File: src/logic/i2cs_pkg.sv
/*
  Shared constants and carrier types of the two-wire slave serial port.
  Assumes a 32-bit Avalon-MM slave with byte addresses and one register per word.
*/
package i2cs_pkg;

  ////////////////////////////////////////////////////////////////////////////////
  // Register byte offsets
  localparam logic [4:0] OFS_MODE = 5'h00;
  localparam logic [4:0] OFS_STATUS = 5'h04;
  localparam logic [4:0] OFS_DATA = 5'h08;
  localparam logic [4:0] OFS_OWN_ADDR = 5'h0c;
  localparam logic [4:0] OFS_TIMEOUT = 5'h10;

  ////////////////////////////////////////////////////////////////////////////////
  // Field codes and reset values
  localparam logic [2:0] MODE_TWO_WIRE = 3'h6;
  localparam logic [2:0] MODE_SPI_SLAVE = 3'h5;
  localparam logic [2:0] MODE_UNUSED = 3'h7;
  localparam logic [7:0] MODE_POR = 8'he0;
  localparam logic [7:0] STATUS_POR = 8'h81;
  localparam logic [7:0] OWN_ADDR_POR = 8'h00;
  localparam logic [7:0] TIMEOUT_POR = 8'h00;
  localparam logic [7:0] STATUS_SW_MASK = 8'h1a;
  localparam logic [3:0] BIT_LAST = 4'h7;
  localparam logic [3:0] BIT_COUNT = 4'h8;

  ////////////////////////////////////////////////////////////////////////////////
  // Glitch filter lengths in system clocks
  localparam logic [2:0] FILT_SHORT = 3'h2;
  localparam logic [2:0] FILT_LONG = 3'h4;

  ////////////////////////////////////////////////////////////////////////////////
  // Time-out: sub-clock periods per selection step
  localparam logic [11:0] TO_STEP = 12'h020;

  ////////////////////////////////////////////////////////////////////////////////
  // Carriers
  typedef struct packed {
    logic [2:0] opModeSel;
    logic unused;
    logic [1:0] glitchFilterSel;
    logic moduleOn;
    logic spiIncompleteFlag;
  } i2cs_mode_t;

  typedef struct packed {
    logic byteDoneFlag;
    logic addrHitFlag;
    logic busOccupiedFlag;
    logic transmitDirSel;
    logic ackOutBit;
    logic masterReadFlag;
    logic matchWakeupEn;
    logic ackInBit;
  } i2cs_status_t;

  typedef struct packed {
    logic timeoutOn;
    logic timeoutFlag;
    logic [5:0] timeoutSel;
  } i2cs_timeout_t;

  typedef enum logic [7:0] {
    ST_IDLE = 8'h01,
    ST_ADDR = 8'h02,
    ST_ADDR_ACK = 8'h04,
    ST_RX = 8'h08,
    ST_RX_ACK = 8'h10,
    ST_TX = 8'h20,
    ST_TX_ACK = 8'h40,
    ST_SKIP = 8'h80
  } i2cs_state_t;

endpackage : i2cs_pkg

File: src/logic/i2cs_pin_filter.sv
/*
  Two-flop synchroniser followed by a selectable glitch filter for one pin.
  Assumes the pin is asynchronous to clk; sel 00 none, 01 two clocks, 1x four.
*/
`timescale 1ns/1ps
module i2cs_pin_filter (
  input wire logic clk,
  input wire logic reset,
  input wire logic ce,
  input wire logic pinIn,
  input wire logic [1:0] sel,
  output logic level
);

  logic sync1;
  logic sync2;
  logic [2:0] stableCnt;
  wire logic [2:0] need;
  wire logic [2:0] stableNext;

  assign need = sel[1] ? i2cs_pkg::FILT_LONG : i2cs_pkg::FILT_SHORT;
  assign stableNext = 3'(stableCnt + 3'h1);

  ////////////////////////////////////////////////////////////////////////////////
  // Synchroniser
  always_ff @(posedge clk) begin
    if (reset) begin
      sync1 <= 1'b1;
      sync2 <= 1'b1;
    end else if (ce) begin
      sync1 <= pinIn;
      sync2 <= sync1;
    end
  end

  ////////////////////////////////////////////////////////////////////////////////
  // Filter: level follows only after the new value stands long enough
  always_ff @(posedge clk) begin
    if (reset) begin
      level <= 1'b1;
      stableCnt <= 3'h0;
    end else if (ce) begin
      if (sync2 == level) begin
        stableCnt <= 3'h0;
      end else if (sel == 2'h0 || stableNext >= need) begin
        level <= sync2;
        stableCnt <= 3'h0;
      end else begin
        stableCnt <= stableNext;
      end
    end
  end

endmodule : i2cs_pin_filter

File: src/logic/i2cs_serial_port.sv
/*
  Slave-only two-wire serial port with Avalon-MM register access.
  Assumes open-drain pads outside, an external bus master, a sub-clock input
  asynchronous to clk, and software that services the port after each event.
*/
// What this block does
// RULE1: Own address sits in bits 7..1; bit 0 is plain read/write storage.
// RULE2: Own address shares its location with the SPI second control register.
// RULE3: Mode field picks SPI or two-wire slave; 110 two-wire; resets to 111.
// RULE4: Filter select: 00 none, 01 two clocks, 1x four clocks on serial clock.
// RULE5: Module off releases both pins and idles the port.
// RULE6: On enable, direction and ack-out keep; status flags return to defaults.
// RULE7: Byte-done flag low while shifting, set after eight bits; resets high.
// RULE8: Address-hit flag set on own-address match, low otherwise.
// RULE9: Bus-occupied flag set on START, cleared on STOP.
// RULE10: Direction bit 1 makes the port transmit, 0 receive.
// RULE11: After eight received bits, ack-out bit is driven in the ninth clock.
// RULE12: Eighth bit after START is stored as the master-read flag.
// RULE13: With wake enable set, an address match wakes the core.
// RULE14: Transmitter samples ninth-clock ack; on no-ack it releases data line.
// RULE15: START is a falling data line while the clock stays high.
// RULE16: Seven address bits arrive MSB first and are compared with own address.
// RULE17: Match raises the interrupt, sets address-hit and acks low.
// RULE18: One interrupt from match, byte done or time-out.
// RULE19: After a match the clock is held until data write or dummy read.
// RULE20: Only the external master makes START; this port never does.
// RULE21: Time-out counts from match, clears on clock fall, resets status.
// RULE22: Time-out is selection plus one times 32 sub-clock periods.
// RULE23: Unmatched address leaves both lines released and no interrupt.
`timescale 1ns/1ps
module i2cs_serial_port (
  input wire logic clk,
  input wire logic reset,
  input wire logic ce,
  input wire logic [4:0] avAddress,
  input wire logic avRead,
  input wire logic avWrite,
  input wire logic [3:0] avByteEnable,
  input wire logic [31:0] avWriteData,
  output logic [31:0] avReadData,
  output logic avWaitRequest,
  input wire logic sclIn,
  output logic sclOut,
  output logic sclOe,
  input wire logic sdaIn,
  output logic sdaOut,
  output logic sdaOe,
  input wire logic subClk,
  output logic modIrq,
  output logic wakeReq
);

  i2cs_pkg::i2cs_mode_t mode;
  i2cs_pkg::i2cs_status_t stat;
  i2cs_pkg::i2cs_timeout_t tout;
  i2cs_pkg::i2cs_state_t st;
  logic [7:0] ownAddr;
  logic [7:0] shiftData;
  logic [3:0] bitCnt;
  logic sclF;
  logic sdaF;
  logic sclPrev;
  logic sdaPrev;
  logic onPrev;
  logic subSync1;
  logic subSync2;
  logic subPrev;
  logic toActive;
  logic [11:0] toCnt;

  ////////////////////////////////////////////////////////////////////////////////
  // Pin conditioning
  i2cs_pin_filter u_scl_filter (
    .clk(clk),
    .reset(reset),
    .ce(ce),
    .pinIn(sclIn),
    .sel(mode.glitchFilterSel), // RULE4
    .level(sclF)
  );

  i2cs_pin_filter u_sda_filter (
    .clk(clk),
    .reset(reset),
    .ce(ce),
    .pinIn(sdaIn),
    .sel(2'h0),
    .level(sdaF)
  );

  ////////////////////////////////////////////////////////////////////////////////
  // Decode
  wire logic i2cOn = mode.moduleOn && mode.opModeSel == i2cs_pkg::MODE_TWO_WIRE; // RULE3 RULE5
  wire logic onRise = i2cOn && !onPrev;
  wire logic sclRise = sclF && !sclPrev;
  wire logic sclFall = !sclF && sclPrev;
  wire logic startSeen = i2cOn && sclF && sclPrev && sdaPrev && !sdaF; // RULE15
  wire logic stopSeen = i2cOn && sclF && sclPrev && !sdaPrev && sdaF;
  wire logic lastBit = bitCnt == i2cs_pkg::BIT_COUNT;
  wire logic addrMatch = shiftData[7:1] == ownAddr[7:1]; // RULE16
  wire logic addrDecide = i2cOn && st == i2cs_pkg::ST_ADDR && sclFall && lastBit;
  wire logic subTick = subSync2 && !subPrev;
  wire logic [11:0] toLimit = 12'(({6'h0, tout.timeoutSel} + 12'h1) * i2cs_pkg::TO_STEP); // RULE22
  wire logic toExpire = i2cOn && toActive && tout.timeoutOn && subTick
    && 12'(toCnt + 12'h1) >= toLimit; // RULE21
  wire logic busReq = avRead || avWrite;
  wire logic accept = ce && busReq && !avWaitRequest;
  wire logic wrLane = accept && avWrite && avByteEnable[0];
  wire logic wrMode = wrLane && avAddress == i2cs_pkg::OFS_MODE;
  wire logic wrStatus = wrLane && avAddress == i2cs_pkg::OFS_STATUS;
  wire logic wrData = wrLane && avAddress == i2cs_pkg::OFS_DATA;
  wire logic wrOwn = wrLane && avAddress == i2cs_pkg::OFS_OWN_ADDR; // RULE2
  wire logic wrTout = wrLane && avAddress == i2cs_pkg::OFS_TIMEOUT;
  wire logic rdData = accept && avRead && avAddress == i2cs_pkg::OFS_DATA;
  wire logic swRelease = sclOe && (stat.transmitDirSel ? wrData : rdData); // RULE19
  wire logic byteRxDone = i2cOn && st == i2cs_pkg::ST_RX && sclFall && lastBit;
  wire logic byteTxDone = i2cOn && st == i2cs_pkg::ST_TX && sclFall && bitCnt == i2cs_pkg::BIT_LAST;
  wire logic irqEvent = (addrDecide && addrMatch) || byteRxDone || byteTxDone || toExpire; // RULE18
  wire logic [7:0] modeRead = {mode.opModeSel, 1'b0, mode.glitchFilterSel, mode.moduleOn,
    mode.spiIncompleteFlag};
  wire logic [7:0] readMux =
    avAddress == i2cs_pkg::OFS_MODE ? modeRead :
    avAddress == i2cs_pkg::OFS_STATUS ? stat :
    avAddress == i2cs_pkg::OFS_DATA ? shiftData :
    avAddress == i2cs_pkg::OFS_OWN_ADDR ? ownAddr :
    avAddress == i2cs_pkg::OFS_TIMEOUT ? tout : 8'h00;

  ////////////////////////////////////////////////////////////////////////////////
  // Bus slave: one wait cycle, then answer
  always_ff @(posedge clk) begin
    if (reset) begin
      avWaitRequest <= 1'b1;
      avReadData <= 32'h0;
    end else if (ce) begin
      avWaitRequest <= !(busReq && avWaitRequest);
      if (busReq && avWaitRequest) begin
        avReadData <= {24'h0, readMux};
      end
    end
  end

  ////////////////////////////////////////////////////////////////////////////////
  // Edge history, sub-clock synchroniser
  always_ff @(posedge clk) begin
    if (reset) begin
      sclPrev <= 1'b1;
      sdaPrev <= 1'b1;
      onPrev <= 1'b0;
      subSync1 <= 1'b0;
      subSync2 <= 1'b0;
      subPrev <= 1'b0;
    end else if (ce) begin
      sclPrev <= sclF;
      sdaPrev <= sdaF;
      onPrev <= i2cOn;
      subSync1 <= subClk;
      subSync2 <= subSync1;
      subPrev <= subSync2;
    end
  end

  ////////////////////////////////////////////////////////////////////////////////
  // Configuration registers
  always_ff @(posedge clk) begin
    if (reset) begin
      mode <= i2cs_pkg::MODE_POR; // RULE3
      ownAddr <= i2cs_pkg::OWN_ADDR_POR;
    end else if (ce) begin
      if (wrMode) begin
        mode <= {avWriteData[7:5], 1'b0, avWriteData[3:0]};
      end
      if (wrOwn) begin
        ownAddr <= avWriteData[7:0]; // RULE1
      end
    end
  end

  ////////////////////////////////////////////////////////////////////////////////
  // Time-out control and counter
  always_ff @(posedge clk) begin
    if (reset) begin
      tout <= i2cs_pkg::TIMEOUT_POR;
      toActive <= 1'b0;
      toCnt <= 12'h0;
    end else if (ce) begin
      if (wrTout) begin
        tout <= avWriteData[7:0];
      end
      if (toExpire) begin
        tout.timeoutOn <= 1'b0; // RULE21
        tout.timeoutFlag <= 1'b1;
        toActive <= 1'b0;
      end else if (addrDecide && addrMatch) begin
        toActive <= 1'b1; // RULE21
        toCnt <= 12'h0;
      end else if (stopSeen || !i2cOn) begin
        toActive <= 1'b0;
      end else if (sclFall) begin
        toCnt <= 12'h0; // RULE21
      end else if (toActive && subTick) begin
        toCnt <= 12'(toCnt + 12'h1);
      end
    end
  end

  ////////////////////////////////////////////////////////////////////////////////
  // Protocol engine and status
  always_ff @(posedge clk) begin
    if (reset) begin
      st <= i2cs_pkg::ST_IDLE;
      stat <= i2cs_pkg::STATUS_POR; // RULE7
      shiftData <= 8'h0;
      bitCnt <= 4'h0;
      sdaOe <= 1'b0;
      sclOe <= 1'b0;
      sdaOut <= 1'b0;
      sclOut <= 1'b0;
      modIrq <= 1'b0;
      wakeReq <= 1'b0;
    end else if (ce) begin
      modIrq <= irqEvent; // RULE18
      wakeReq <= addrDecide && addrMatch && stat.matchWakeupEn; // RULE13
      if (wrStatus) begin
        stat <= (stat & ~i2cs_pkg::STATUS_SW_MASK) | (avWriteData[7:0] & i2cs_pkg::STATUS_SW_MASK);
      end
      if (wrData) begin
        shiftData <= avWriteData[7:0];
      end
      if (swRelease) begin
        sclOe <= 1'b0; // RULE19
        bitCnt <= 4'h0;
        stat.byteDoneFlag <= 1'b0; // RULE7
        st <= stat.transmitDirSel ? i2cs_pkg::ST_TX : i2cs_pkg::ST_RX; // RULE10
        sdaOe <= stat.transmitDirSel && !avWriteData[7];
      end
      if (onRise) begin
        stat.byteDoneFlag <= 1'b1; // RULE6
        stat.addrHitFlag <= 1'b0;
        stat.busOccupiedFlag <= 1'b0;
        stat.masterReadFlag <= 1'b0;
        stat.ackInBit <= 1'b1;
      end
      if (!i2cOn) begin
        st <= i2cs_pkg::ST_IDLE; // RULE5
        sdaOe <= 1'b0;
        sclOe <= 1'b0;
      end else if (toExpire) begin
        stat <= i2cs_pkg::STATUS_POR; // RULE21
        st <= i2cs_pkg::ST_IDLE;
        sdaOe <= 1'b0;
        sclOe <= 1'b0;
      end else if (startSeen) begin
        stat.busOccupiedFlag <= 1'b1; // RULE9
        stat.addrHitFlag <= 1'b0;
        st <= i2cs_pkg::ST_ADDR;
        bitCnt <= 4'h0;
        sdaOe <= 1'b0;
        sclOe <= 1'b0;
      end else if (stopSeen) begin
        stat.busOccupiedFlag <= 1'b0; // RULE9
        st <= i2cs_pkg::ST_IDLE;
        sdaOe <= 1'b0;
        sclOe <= 1'b0;
      end else begin
        unique case (st)
          i2cs_pkg::ST_IDLE, i2cs_pkg::ST_SKIP: begin
            sdaOe <= 1'b0; // RULE23
          end
          i2cs_pkg::ST_ADDR: begin
            if (sclRise) begin
              shiftData <= {shiftData[6:0], sdaF}; // RULE16
              bitCnt <= 4'(bitCnt + 4'h1);
            end else if (addrDecide) begin
              stat.masterReadFlag <= shiftData[0]; // RULE12
              bitCnt <= 4'h0;
              if (addrMatch) begin
                stat.addrHitFlag <= 1'b1; // RULE8 RULE17
                stat.byteDoneFlag <= 1'b1;
                sdaOe <= 1'b1;
                st <= i2cs_pkg::ST_ADDR_ACK;
              end else begin
                st <= i2cs_pkg::ST_SKIP; // RULE23
              end
            end
          end
          i2cs_pkg::ST_ADDR_ACK, i2cs_pkg::ST_RX_ACK: begin
            if (sclFall && !sclOe) begin
              sdaOe <= 1'b0;
              sclOe <= 1'b1; // RULE19
            end
          end
          i2cs_pkg::ST_RX: begin
            if (sclRise) begin
              shiftData <= {shiftData[6:0], sdaF};
              bitCnt <= 4'(bitCnt + 4'h1);
            end else if (byteRxDone) begin
              stat.byteDoneFlag <= 1'b1; // RULE7
              sdaOe <= !stat.ackOutBit; // RULE11
              st <= i2cs_pkg::ST_RX_ACK;
            end
          end
          i2cs_pkg::ST_TX: begin
            if (sclFall) begin
              bitCnt <= 4'(bitCnt + 4'h1);
              shiftData <= {shiftData[6:0], 1'b0};
              if (byteTxDone) begin
                stat.byteDoneFlag <= 1'b1; // RULE7
                sdaOe <= 1'b0;
                st <= i2cs_pkg::ST_TX_ACK;
              end else begin
                sdaOe <= !shiftData[6];
              end
            end
          end
          i2cs_pkg::ST_TX_ACK: begin
            if (sclRise) begin
              stat.ackInBit <= sdaF; // RULE14
            end else if (sclFall) begin
              bitCnt <= 4'h0;
              if (stat.ackInBit) begin
                st <= i2cs_pkg::ST_SKIP; // RULE14
              end else begin
                sclOe <= 1'b1;
              end
            end
          end
          default: begin
            st <= i2cs_pkg::ST_IDLE;
          end
        endcase
      end
    end
  end
endmodule : i2cs_serial_port

File: config.mk
export PLATFORM = sky130hd
export DESIGN_NAME = i2cs_serial_port
export DESIGN_NICKNAME = d
export VERILOG_FILES = /design/src/logic/i2cs_pkg.sv /design/src/logic/i2cs_pin_filter.sv /design/src/logic/i2cs_serial_port.sv
export SDC_FILE = /design/constraint.sdc
export NUM_CORES = 1
export LEC_CHECK = 0
export ABC_AREA = 0
export BUFFER_PORTS_ARGS = -buffer_cell sky130_fd_sc_hd__clkbuf_2
export CAP_MARGIN = 20
export CORE_ASPECT_RATIO = 1.25
export CORE_MARGIN = 4
export CORE_UTILIZATION = 52
export DETAILED_ROUTE_END_ITERATION = 8
export GPL_TIMING_DRIVEN = 0
export PLACE_DENSITY = 0.76
export SETUP_SLACK_MARGIN = 0.02
export SYNTH_ARGS = -nofsm -noshare
export SYNTH_HDL_FRONTEND = slang
export SYNTH_SLANG_ARGS = --single-unit
File: constraint.sdc
create_clock -name clk -period 3.5 [get_ports clk]
set_input_delay 0.525 -clock clk [delete_from_list [all_inputs] [get_ports clk]]
set_output_delay 0.525 -clock clk [all_outputs]
set_load 0.05 [all_outputs]
==> run_results.csv <==
group,metric,value,unit
timing,setup_viol,0,
global_route,grt_pass1_wl,27660,um
clock_tree,cts.sinks,92,
synthesis,async_flop_share,0,%
final_layout,drive_gt1_share,14.50,%
die,core_area,10560,um^2
global_route,gr-usage-all-layers,28.49,%
setup_path,cp.arrival,3.60,ns
power_and_ir_drop,peakVddDrop,0.0002192,V
timing,hold_violations,0,
synthesis,yosysTopAreaCell,"dfxtp_1",
placed_design,routabilityCongestion,0.9669,
synthesis,synth_top_area_share,32.89,%
global_route,grt_max_degree,17,
setup_path,r2r_start,"toCnt[0]$_SDFFE_PP0P_",
die,initial_utilization,53.02,%
clock_tree,insertion_delay,0.35,ns
power_and_ir_drop,p_total,2.278,mW
timing,worst_pin_slew,1.046,ns
global_route,grt_pass1_vias,5239,
drt,totalWireLength,17860,um
die,die_w,100.8,um
timing,skew,0.008562,ns
die,floorplan.rows,42,
timing,period_minus_slack,3.357,ns
setup_path,worstPathMaxFanout,10,
drt,drtIter0Drc,607,
setup_path,startpoint,"toCnt[0]$_SDFFE_PP0P_",
clock_tree,clock_path_buffers,2,
synthesis,ys_top_cells_by_area,"dfxtp_1 (33%), nand2_1 (6.3%), a21oi_1 (5.8%)",
setup_path,start_kind,"register",
synthesis,syn_area,5600,um^2
clock_tree,cts_made_buffers,9,
synthesis,ys.warnings.count,0,
worst_hold_path,hold_path.class,"in -> reg",
final_layout,final_cells,918,
synthesis,netlist_instances,708,
die,pin_count,88,
global_route,grt_overflow,0,
final_layout,antenna_cells,0,
drt,drc,0,
clock_tree,cts-root-buf,"clkbuf_16",
setup_path,r2r_slack,0.14,ns
power_and_ir_drop,leakage,2.386,nW
drt,vias,5747,
drt,avgRoutedWirePerCell,19.46,um
timing,post-route-period-util,95.90,%
drt,post_drt_via_cell_ratio,6.260,
drt,drtPass1Iterations,7,
final_layout,nNetsFinal,845,
synthesis,yosys-top-cells-count,"nand2_1 (94), dfxtp_1 (92), a21oi_1 (65)",
timing,max_freq,297.9,MHz
synthesis,synth-seq-cells,92,
run,drv_cap,0,
synthesis,ys.flop_type,"dfxtp_1",
worst_hold_path,hold_path_startpoint,"sdaIn",
clock_tree,cts_tree,"done",
timing,timing.slew.headroom,29.62,%
run_status,status,"finished, final reports clean",
final_layout,area_delta_synth_final,14.86,%
timing,fin_tns_setup,0,ns
clock_tree,cts_hold_buf,0,
placed_design,io_buffers,33,
synthesis,synth_cell_type_count,73,
clock_tree,clk_pin_slew,0.07,ns
timing,slew_violations,0,
placed_design,place_ws,-0.5722,ns
final_layout,n_fill_cell,975,
setup_path,crit_type,"reg -> reg",
clock_tree,htreeDepth,3,
setup_path,cp_data_required_time,3.74,ns
synthesis,avgSynthCellArea,7.910,um^2
global_route,antenna_found_initial,0,
placed_design,dp_cells,898,
synthesis,ys_seq_area_share,32.89,%
die,dieArea,12500,um^2
setup_path,endpoint_kind,"register",
synthesis,synth_edf_count,0,
power_and_ir_drop,p_per_area,354.1,nW/um^2
drt,ant_nets,0,
die,fp.dieH,124.0,um
timing,final.setup.worst_slack,0.1435,ns
synthesis,synth_most_common_cell,"nand2_1",
placed_design,hpwl,13390,um
timing,whs,0.3993,ns
[through the flow]
| stage | utilization (%) | area (um^2) |
|---|---|---|
| finish | 60.90 | 6432 |
| global route | 60.90 | 6432 |
| CTS | 60.36 | 6376 |
| detailed placement | 57.04 | 6025 |
| global placement | 57.04 | 6025 |
| floorplan | - | 5694 |
[sequential cells by signal (all words and copies together), names as in the netlist, 3 cells and up]
name / cells
avReadData: 8
ownAddr: 8
bitCnt: 4
mode: 7
stat: 8
shiftData: 8
tout: 8
st: 8
toCnt: 12
u_scl_filter.stableCnt: 3
[worst max-delay path: stages, from the launching register on]
cell	delay, ns
dfxtp_2	0.39
ha_2	0.23
and3_4	0.21
and4_4	0.24
nand2_1	0.06
xnor2_1	0.25
ha_1	0.27
and4_1	0.20
a21o_1	0.20
o21a_1	0.23
buf_4	0.22
o21ai_4	0.28
o211ai_1	0.15
a221o_1	0.31
[cell type report]
cell class | count | area (um^2) | share of cell area [%]
Inverter | 21 | 78.83 | 1.225
Timing Repair Buffer | 38 | 202.7 | 3.151
Tap cell | 132 | 165.2 | 2.568
Sequential cell | 92 | 1846 | 28.69
Clock inverter | 5 | 43.79 | 0.6808
Buffer | 64 | 347.8 | 5.408
Multi-Input combinational cell | 555 | 3506 | 54.50
Clock buffer | 11 | 242.7 | 3.774
[cell families (layout without fill, tap and decap cells)]
kind of cell | after synthesis | in the layout | synth area share [%]
buffers and inverters | 86 | 139 | 7.529
multiplexers | 23 | 23 | 4.155
flip-flops | 92 | 92 | 32.89
adder cells (fa/ha/maj) | 15 | 15 | 3.351
XOR/XNOR | 28 | 28 | 4.379
AND/OR/NAND/NOR | 285 | 285 | 26.30
other | 1 | 26 | 0.06696
AO/OA/AOI/OAI | 178 | 178 | 21.34
[placed cells by master, fill, tap and decap left out, types with 4 or more instances in the layout]
cell / n
inv_1: 19
nand4_1: 6
a22oi_1: 4
nand4b_1: 5
or4_1: 4
and4b_1: 5
a31oi_1: 6
nand2b_1: 8
and3_1: 10
clkbuf_2: 34
a21oi_1: 65
xor2_1: 7
mux2i_1: 21
a222oi_1: 7
clkbuf_16: 9
o211ai_1: 6
dfxtp_1: 89
o21ai_0: 24
clkbuf_1: 33
conb_1: 26
o32ai_1: 4
ha_1: 14
nand3_1: 53
and2_1: 5
or3_1: 4
nor3_1: 5
nand2_1: 94
and4_1: 4
nor4_1: 7
a221oi_1: 4
xnor2_1: 21
a211oi_1: 9
buf_4: 32
o22ai_1: 5
nor2_1: 45
[path summary, 6_finish.rpt]
check | endpoint | cells after the start
max | stat[7]$_SDFFE_PP1P_ | 13
max reg2reg | stat[7]$_SDFFE_PP1P_ | 13
min reg2reg | avReadData[2]$_SDFFE_PP0P_ | 2
min | u_sda_filter.sync1$_SDFFE_PP1P_ | 3
[metal layers]
metal | vias to the layer above | global-route usage (%) | wire [um]
met4 | 0 | 12.22 | 736
met1 | 2711 | 35.74 | 7129
met2 | 280 | 46.75 | 8499
li1 | 2689 | - | -
met5 | - | 0 | 0
met3 | 67 | 6.499 | 1494
[power breakdown]
part | internal, mW | switching, mW | total, mW
clock network | 0.512 | 0.442 | 0.954
logic | 0.0645 | 0.190 | 0.254
registers | 1.06 | 0.0102 | 1.07
[what timing repair did]
action                     in CTS  in global routing
setup endpoints to repair      43                 37
setup buffers                   0                  5
pin swaps                       1                  6
resized for setup              17                  8
Power figures use the tool's default switching activity.
